File: config.mk
export PLATFORM = sky130hd
export DESIGN_NAME = link_err_irq_vector
export DESIGN_NICKNAME = d
export VERILOG_FILES = /design/src/rtl/link_err_irq_vector.v /design/src/rtl/lane_limit_cmp.v /design/src/rtl/lane_fail_summary.v
export VERILOG_INCLUDE_DIRS = /design/src /design/src/rtl
export SDC_FILE = /design/constraint.sdc
export NUM_CORES = 1
export LEC_CHECK = 0
export BUFFER_PORTS_ARGS = -buffer_cell sky130_fd_sc_hd__buf_2
export CORE_MARGIN = 1.5
export CORE_UTILIZATION = 43
export DETAILED_ROUTE_END_ITERATION = 10
export HOLD_SLACK_MARGIN = 0.06
export PLACE_DENSITY = 0.86
export SYNTH_ARGS = -nofsm -noshare
export SYNTH_HDL_FRONTEND = slang
export SYNTH_SLANG_ARGS = --single-unit
export TNS_END_PERCENT = 5
File: constraint.sdc
create_clock -name sys_clk -period 3.1 [get_ports sys_clk]
set_input_delay 0.93 -clock sys_clk [delete_from_list [all_inputs] [get_ports sys_clk]]
set_output_delay 0.93 -clock sys_clk [all_outputs]
set_load 0.05 [all_outputs]
File: src/rtl/link_irq_consts.vh
// Register offsets, field positions and reset values of the link interrupt vector.
`ifndef LINK_IRQ_CONSTS_VH
`define LINK_IRQ_CONSTS_VH

`define REG_ADDR_W           12
`define IRQ_VECTOR_ADDR      12'h47A
`define ERR_LIMIT_ADDR       12'h47C
`define CODE_GRP_STATUS_ADDR 12'h470
`define FRAME_STATUS_ADDR    12'h471
`define CHECKSUM_STATUS_ADDR 12'h472
`define LANE_ALIGN_STAT_ADDR 12'h473
`define DISP_LANES_ADDR      12'h46D
`define NIT_LANES_ADDR       12'h46E
`define UCC_LANES_ADDR       12'h46F

`define BIT_DISPARITY        7
`define BIT_INVALID_SYMBOL   6
`define BIT_STRAY_CTRL       5
`define BIT_RESERVED         4
`define BIT_LANE_ALIGN       3
`define BIT_CONFIG_SUM       2
`define BIT_FRAME_ALIGN      1
`define BIT_SYMBOL_LOCK      0

`define IRQ_ENABLE_RESET     8'h00
`define IRQ_SUMMARY_RESET    8'h00
`define IRQ_ENABLE_WMASK     8'hEF
`define ERR_LIMIT_RESET      8'hFF
`define RDATA_UNMAPPED       8'h00

`define DEFAULT_LANES        8
`define COUNT_W              8

`endif

File: src/rtl/link_err_irq_vector.v
// Link error interrupt vector: enables, summary flags, error limit and the active-low interrupt line.
//
// Notes on behaviour
// - Disparity enable bit 7 and any lane count at limit drive irq_n low.
// - Invalid symbol enable bit 6 and any lane count at limit drive irq_n low.
// - Stray control enable bit 5 and any lane count at limit drive irq_n low.
// - Lane alignment enable bit 3 and any enabled lane alignment failure drive irq_n low.
// - Checksum enable bit 2 and any enabled lane checksum failure drive irq_n low.
// - Frame enable bit 1 and any enabled lane frame loss drive irq_n low.
// - Symbol lock enable bit 0 and any enabled lane lock failure drive irq_n low.
// - Summary bit 7 reads one while any lane disparity count reached the limit.
// - Summary bit 6 reads one while any lane invalid symbol count reached the limit.
// - Summary bit 5 reads one while any lane stray control count reached the limit.
// - Summary bit 3 reads one while any enabled lane alignment failure is latched.
// - Summary bit 2 reads one while any enabled lane checksum failure is latched.
// - Summary bit 1 reads one while any enabled lane frame loss is latched.
// - Summary bit 0 reads one while any enabled lane code group failure is latched.
// - One address: writes set enables, reads give summary, reset zero, bit 4 zero.
// - All lane counts share one eight-bit limit, reset to 0xFF.
`timescale 1ns/1ns
`include "link_irq_consts.vh"
module link_err_irq_vector #(
  parameter LANES = `DEFAULT_LANES,
  parameter CW    = `COUNT_W
) (
  input  wire                   sys_clk,                 // Register clock, 125 MHz.
  input  wire                   rstn,                    // Asynchronous device reset, active low.
  input  wire [`REG_ADDR_W-1:0] reg_addr,                // Register address.
  input  wire                   reg_wr,                  // Write strobe, one cycle.
  input  wire [7:0]             reg_wdata,               // Write data.
  input  wire                   reg_rd,                  // Read strobe, one cycle.
  output reg  [7:0]             reg_rdata,               // Read data, valid the cycle after reg_rd.
  input  wire [LANES*CW-1:0]    disparity_err_count,     // Per-lane bad disparity counts.
  input  wire [LANES*CW-1:0]    invalid_symbol_count,    // Per-lane not-in-table counts.
  input  wire [LANES*CW-1:0]    stray_control_char_count, // Per-lane unexpected control counts.
  input  wire [LANES-1:0]       lane_align_fail,         // Latched per-lane alignment failures.
  input  wire [LANES-1:0]       config_sum_fail,         // Latched per-lane checksum failures.
  input  wire [LANES-1:0]       frame_align_fail,        // Latched per-lane frame losses.
  input  wire [LANES-1:0]       symbol_lock_fail,        // Latched per-lane code group failures.
  input  wire [LANES-1:0]       lane_enable,             // Lanes in use.
  output wire [LANES-1:0]       disparity_err_lanes,     // Lanes at limit, bad disparity.
  output wire [LANES-1:0]       invalid_symbol_lanes,    // Lanes at limit, not in table.
  output wire [LANES-1:0]       stray_control_char_lanes, // Lanes at limit, unexpected control.
  output reg  [7:0]             error_count_limit,       // Shared error limit for the sync logic.
  output reg                    irq_n                    // Interrupt line, active low.
);

  reg  [7:0] link_irq_enable_reg;
  wire [7:0] link_irq_summary;
  wire       disparity_err_pending;
  wire       invalid_symbol_pending;
  wire       stray_control_char_pending;
  wire [3:0] fail_summary;
  reg  [7:0] rdata_next;

  wire [CW-1:0] limit_w;

  // The limit register is eight bits; a wider count sees it zero-extended, a narrower one its low part.
  generate
    if (CW > 8)
    begin : g_limit_pad
      assign limit_w = {{(CW-8){1'b0}}, error_count_limit};
    end
    else
    begin : g_limit_cut
      assign limit_w = error_count_limit[CW-1:0];
    end
  endgenerate

  lane_limit_cmp #(
    .LANES (LANES),
    .CW    (CW)
  ) u_disparity_cmp (
    .sys_clk     (sys_clk),
    .rstn        (rstn),
    .lane_counts (disparity_err_count),
    .limit       (limit_w),
    .hit_lanes   (disparity_err_lanes),
    .any_hit     (disparity_err_pending)
  );

  lane_limit_cmp #(
    .LANES (LANES),
    .CW    (CW)
  ) u_invalid_symbol_cmp (
    .sys_clk     (sys_clk),
    .rstn        (rstn),
    .lane_counts (invalid_symbol_count),
    .limit       (limit_w),
    .hit_lanes   (invalid_symbol_lanes),
    .any_hit     (invalid_symbol_pending)
  );

  lane_limit_cmp #(
    .LANES (LANES),
    .CW    (CW)
  ) u_stray_ctrl_cmp (
    .sys_clk     (sys_clk),
    .rstn        (rstn),
    .lane_counts (stray_control_char_count),
    .limit       (limit_w),
    .hit_lanes   (stray_control_char_lanes),
    .any_hit     (stray_control_char_pending)
  );

  // Latched lane failures stay until software clears them at the lane status registers.
  lane_fail_summary #(
    .LANES (LANES)
  ) u_fail_summary (
    .sys_clk          (sys_clk),
    .rstn             (rstn),
    .lane_align_fail  (lane_align_fail),
    .config_sum_fail  (config_sum_fail),
    .frame_align_fail (frame_align_fail),
    .symbol_lock_fail (symbol_lock_fail),
    .lane_enable      (lane_enable),
    .fail_summary     (fail_summary)
  );

  assign link_irq_summary[`BIT_DISPARITY]      = disparity_err_pending;
  assign link_irq_summary[`BIT_INVALID_SYMBOL] = invalid_symbol_pending;
  assign link_irq_summary[`BIT_STRAY_CTRL]     = stray_control_char_pending;
  assign link_irq_summary[`BIT_RESERVED]       = 1'b0;
  assign link_irq_summary[`BIT_LANE_ALIGN]     = fail_summary[3];
  assign link_irq_summary[`BIT_CONFIG_SUM]     = fail_summary[2];
  assign link_irq_summary[`BIT_FRAME_ALIGN]    = fail_summary[1];
  assign link_irq_summary[`BIT_SYMBOL_LOCK]    = fail_summary[0];

  // Enable bits are write-only; their only visible effect is on irq_n.
  always @(posedge sys_clk or negedge rstn)
  begin
    if (!rstn)
      link_irq_enable_reg <= `IRQ_ENABLE_RESET;
    else if (reg_wr && (reg_addr == `IRQ_VECTOR_ADDR))
      link_irq_enable_reg <= reg_wdata & `IRQ_ENABLE_WMASK;
  end

  always @(posedge sys_clk or negedge rstn)
  begin
    if (!rstn)
      error_count_limit <= `ERR_LIMIT_RESET;
    else if (reg_wr && (reg_addr == `ERR_LIMIT_ADDR))
      error_count_limit <= reg_wdata;
  end

  always @*
  begin
    case (reg_addr)
      `IRQ_VECTOR_ADDR: rdata_next = link_irq_summary;
      `ERR_LIMIT_ADDR:  rdata_next = error_count_limit;
      default:          rdata_next = `RDATA_UNMAPPED;
    endcase
  end

  always @(posedge sys_clk or negedge rstn)
  begin
    if (!rstn)
      reg_rdata <= 8'h00;
    else if (reg_rd)
      reg_rdata <= rdata_next;
  end

  // One source per bit; the reserved bit can never fire because its enable is held at zero.
  always @(posedge sys_clk or negedge rstn)
  begin
    if (!rstn)
      irq_n <= 1'b1;
    else
      irq_n <= ~|(link_irq_summary & link_irq_enable_reg);
  end

endmodule

File: src/rtl/lane_limit_cmp.v
// Compares every lane's error count against the shared limit and reports hits.
`timescale 1ns/1ns
module lane_limit_cmp #(
  parameter LANES = 8,
  parameter CW    = 8
) (
  input  wire                sys_clk,     // Register clock.
  input  wire                rstn,        // Asynchronous reset, active low.
  input  wire [LANES*CW-1:0] lane_counts, // Packed per-lane error counts, lane 0 in the low bits.
  input  wire [CW-1:0]       limit,       // Shared error count limit.
  output reg  [LANES-1:0]    hit_lanes,   // Lanes whose count has reached the limit.
  output reg                 any_hit      // At least one lane has reached the limit.
);

  wire [LANES-1:0] hit_w;

  genvar i;
  generate
    for (i = 0; i < LANES; i = i + 1)
    begin : g_lane
      // Reaching the limit counts, so equality already raises the hit.
      assign hit_w[i] = (lane_counts[i*CW +: CW] >= limit);
    end
  endgenerate

  always @(posedge sys_clk or negedge rstn)
  begin
    if (!rstn)
    begin
      hit_lanes <= {LANES{1'b0}};
      any_hit   <= 1'b0;
    end
    else
    begin
      hit_lanes <= hit_w;
      any_hit   <= |hit_w;
    end
  end

endmodule

File: src/rtl/lane_fail_summary.v
// Folds the latched per-lane synchronisation failures into four summary bits.
`timescale 1ns/1ns
module lane_fail_summary #(
  parameter LANES = 8
) (
  input  wire             sys_clk,          // Register clock.
  input  wire             rstn,             // Asynchronous reset, active low.
  input  wire [LANES-1:0] lane_align_fail,  // Latched initial lane alignment failure per lane.
  input  wire [LANES-1:0] config_sum_fail,  // Latched checksum failure per lane.
  input  wire [LANES-1:0] frame_align_fail, // Latched frame alignment loss per lane.
  input  wire [LANES-1:0] symbol_lock_fail, // Latched code group sync failure per lane.
  input  wire [LANES-1:0] lane_enable,      // Lanes in use; unused lanes never report.
  output reg  [3:0]       fail_summary      // Bits 3..0: align, checksum, frame, code group.
);

  function any_enabled;
    input [LANES-1:0] fail;
    input [LANES-1:0] en;
    begin
      any_enabled = |(fail & en);
    end
  endfunction

  always @(posedge sys_clk or negedge rstn)
  begin
    if (!rstn)
      fail_summary <= 4'h0;
    else
    begin
      fail_summary[3] <= any_enabled(lane_align_fail, lane_enable);
      fail_summary[2] <= any_enabled(config_sum_fail, lane_enable);
      fail_summary[1] <= any_enabled(frame_align_fail, lane_enable);
      fail_summary[0] <= any_enabled(symbol_lock_fail, lane_enable);
    end
  end

endmodule

==> flow_metrics.py <==
metrics = {
    "outcome": {
        "status": "finished clean",
    },
    "job": {
        "cap_violations": 0,
    },
    "synth": {
        "synth_edf_count": 0,
        "synthArstFlopShare_pct": 100,
        "ys_ff_latch": 55,
        "synth_flop_cell": "dfrtp_1",
        "ys_warn_count": 0,
        "syn_area_per_cell_um2": 9.82,
        "synth_area_um2": 5910,
        "ys_seq_area_share_pct": 23.5,
        "syn_nets": 1050,
        "synth.distinct_cells": 38,
        "netlist_instances": 602,
    },
    "finish": {
        "multi_input_area_um2": 4440,
        "regArea_um2": 1390,
        "final_common_cell": "buf_2",
        "fin_area_um2": 8110,
        "fin_cells": 1114,
        "final_net_count": 1384,
        "drive_above_1_share_pct": 39.9,
        "area_delta_synth_final_pct": 37.3,
        "fin_util_pct": 60.8,
        "layout_common_cells": "buf_2, ha_1, a21oi_1, dfrtp_1, nand2_1",
        "fill_cells": 1165,
    },
    "grt": {
        "grt_pass1_vias": 6006,
        "grt_use_total_pct": 25.8,
        "grt_overflow": 0,
        "grt_max_degree": 31,
        "antenna_found_initial": 1,
        "grt_pass1_wl_um": 29300,
    },
    "setup_path": {
        "start_kind": "register",
        "crit_start": "error_count_limit[2]$_DFFE_PN1P_",
        "endpoint_kind": "register",
        "cp_max_fo": 6,
        "ff2ff_setup_slack_ns": 0.07,
        "required_ns": 3.27,
        "rr_worst_depth": 9,
        "r2r_end": "u_stray_ctrl_cmp.any_hit$_DFF_PN0_",
        "cp.arrival_ns": 3.20,
        "r2r-start": "error_count_limit[2]$_DFFE_PN1P_",
        "crit_end": "u_stray_ctrl_cmp.any_hit$_DFF_PN0_",
        "path_class": "reg2reg",
    },
    "pwr": {
        "power.leakage_nw": 4.15,
        "pwr-share-seq_pct": 37.5,
        "power.total_mw": 2.04,
        "p_int_mw": 1.36,
        "ir_drop_mv": 0.192,
        "p_sw_share_pct": 33.4,
        "power.density_nw_per_um2": 251,
        "pwr-share-clk_pct": 29.6,
        "combPwrFrac_pct": 33.0,
        "p_switching_mw": 0.680,
    },
    "detailed_routing": {
        "drc": 0,
        "wl_per_cell_um": 17.3,
        "dr_wl_met2_um": 9840,
        "finalWirelength_um": 19300,
        "vias_per_cell": 5.47,
        "dr.pass1.iters": 5,
        "num_vias": 6098,
        "wl_met1_um": 7900,
        "met3_length_um": 970,
        "antenna_left": 0,
        "drt_iter0_drc": 189,
        "top_layer_used": "met4",
    },
    "die": {
        "core_um2": 13300,
        "initial_utilization_pct": 44.3,
        "io_pins": 297,
        "die-area_um2": 14500,
        "die_h_um": 120,
        "fp.dieW_um": 120,
        "row_count": 42,
    },
    "sta": {
        "setup_violations": 0,
        "finalCriticalPeriod_ns": 3.03,
        "finalCritPeriodShare_pct": 97.8,
        "hold_ws_ns": 0.517,
        "rsz0062_at_grt": "yes",
        "slew-limit-headroom_pct": 54.2,
        "worstMarginPinSlew_ns": 0.687,
        "hold_viol_final": 0,
        "fin_skew_ns": 0.00750,
        "fmax_ghz": 0.330,
        "worst_slack_ns": 0.0692,
        "slew_viol_final": 0,
        "setup_tns_ns": 0,
    },
    "min_path": {
        "hp-start": "link_irq_enable_reg[1]$_DFFE_PN0P_",
        "hold_path.class": "reg2reg",
    },
    "place": {
        "portBuffers": 296,
        "dpl.cell_count": 1096,
        "pre_cts_slack_ns": -0.149,
        "gp_congestion": 0.873,
        "placed_cell_area_um2": 7780,
        "dp_hpwl_um": 16000,
    },
    "clocking": {
        "cts_buffer_depth": 2,
        "htree_levels": 2,
        "cts.clk_slew.worst_paths_ns": 0.08,
        "cts_buffers": 5,
        "cts_tree": "done",
        "clock_sinks": 55,
        "hold_buffers": 0,
        "cts-root-buf": "clkbuf_16",
        "clk_latency_ns": 0.30,
    },
}
==> power groups by stage <==
stage | registers (mW) | logic (mW) | clock network [mW]
2_1_floorplan | 0.886 | 0.249 | 0
3_3_place_gp | 0.776 | 0.637 | 0
3_5_place_dp | 0.777 | 0.663 | 0
4_1_cts | 0.763 | 0.667 | 0.615
5_1_grt | 0.767 | 0.751 | 0.638
6_report | 0.764 | 0.672 | 0.602
==> repair_timing <==
action,in CTS,in global routing
setup endpoints to repair,2,2
gates resized for setup,1,11
buffers inserted,2,7
pin swaps,0,5
==> cell type report <==
cell class	instances	share of cell area, %
sequential	55	17.1
clock buffer	5	1.54
multi-input combinational	509	54.8
tap	176	2.71
clock inverter	3	0.339
timing repair buffer	329	21.7
antenna	1	0.0308
inverter	36	1.76
==> cells by family after synthesis <==
kind of cell | synth area share (%)
AOI/OAI and AO/OA | 19.6
adders and majority gates | 40.7
buffers and inverters | 2.41
DFF | 23.5
muxes | 2.86
and+or+nand+nor | 11.0
==> worst min path at each step <==
stage	end	slack, ns	depth (start not counted)
after global routing	link_irq_enable_reg[6]$_DFFE_PN0P_	0.53	1
after detailed placement	link_irq_enable_reg[1]$_DFFE_PN0P_	0.49	1
after global placement	link_irq_enable_reg[7]$_DFFE_PN0P_	0.49	1
after CTS	link_irq_enable_reg[1]$_DFFE_PN0P_	0.51	1
after floorplan	link_irq_enable_reg[0]$_DFFE_PN0P_	0.48	1
final	link_irq_enable_reg[1]$_DFFE_PN0P_	0.52	1
==> critical path, cell delays in order (launching register included) <==
cell and delay (ns):
dfstp_2 0.57, clkinvlp_4 0.12, buf_12 0.16, ha_1 0.29, a211o_1 0.26, a31oi_1 0.14
or4_1 0.15, or3b_4 0.38, or4_4 0.43, or4_1 0.40
==> per-layer routing <==
metal | GRT usage (%) | vias up
li1 | - | 2995
met1 | 30.3 | 2847
met2 | 48.4 | 213
met3 | 3.25 | 43
met4 | 8.82 | 0
met5 | 0 | -
==> cells in the mapped netlist (all sizes together) (2+ instances only) <==
cell	number	area share (%)
nor2b	3	0.32
dfstp	9	4.0
nand2b	17	1.8
mux2	15	2.9
o21bai	2	0.25
a31oi	15	1.6
nand4	9	0.95
nor2	28	1.8
o21ai	22	1.9
dfrtp	46	19
ha	192	41
or4	13	1.7
nor3b	4	0.68
a21oi	56	4.7
nand2	42	2.7
inv	36	2.3
o41ai	3	0.44
o31ai	2	0.25
a21o	16	2.0
a211oi	5	0.64
a211o	16	2.4
o21a	2	0.25
a22oi	25	3.2
o211ai	11	1.6
or3b	2	0.30
Note: power is estimated with default switching activity, not from simulation.
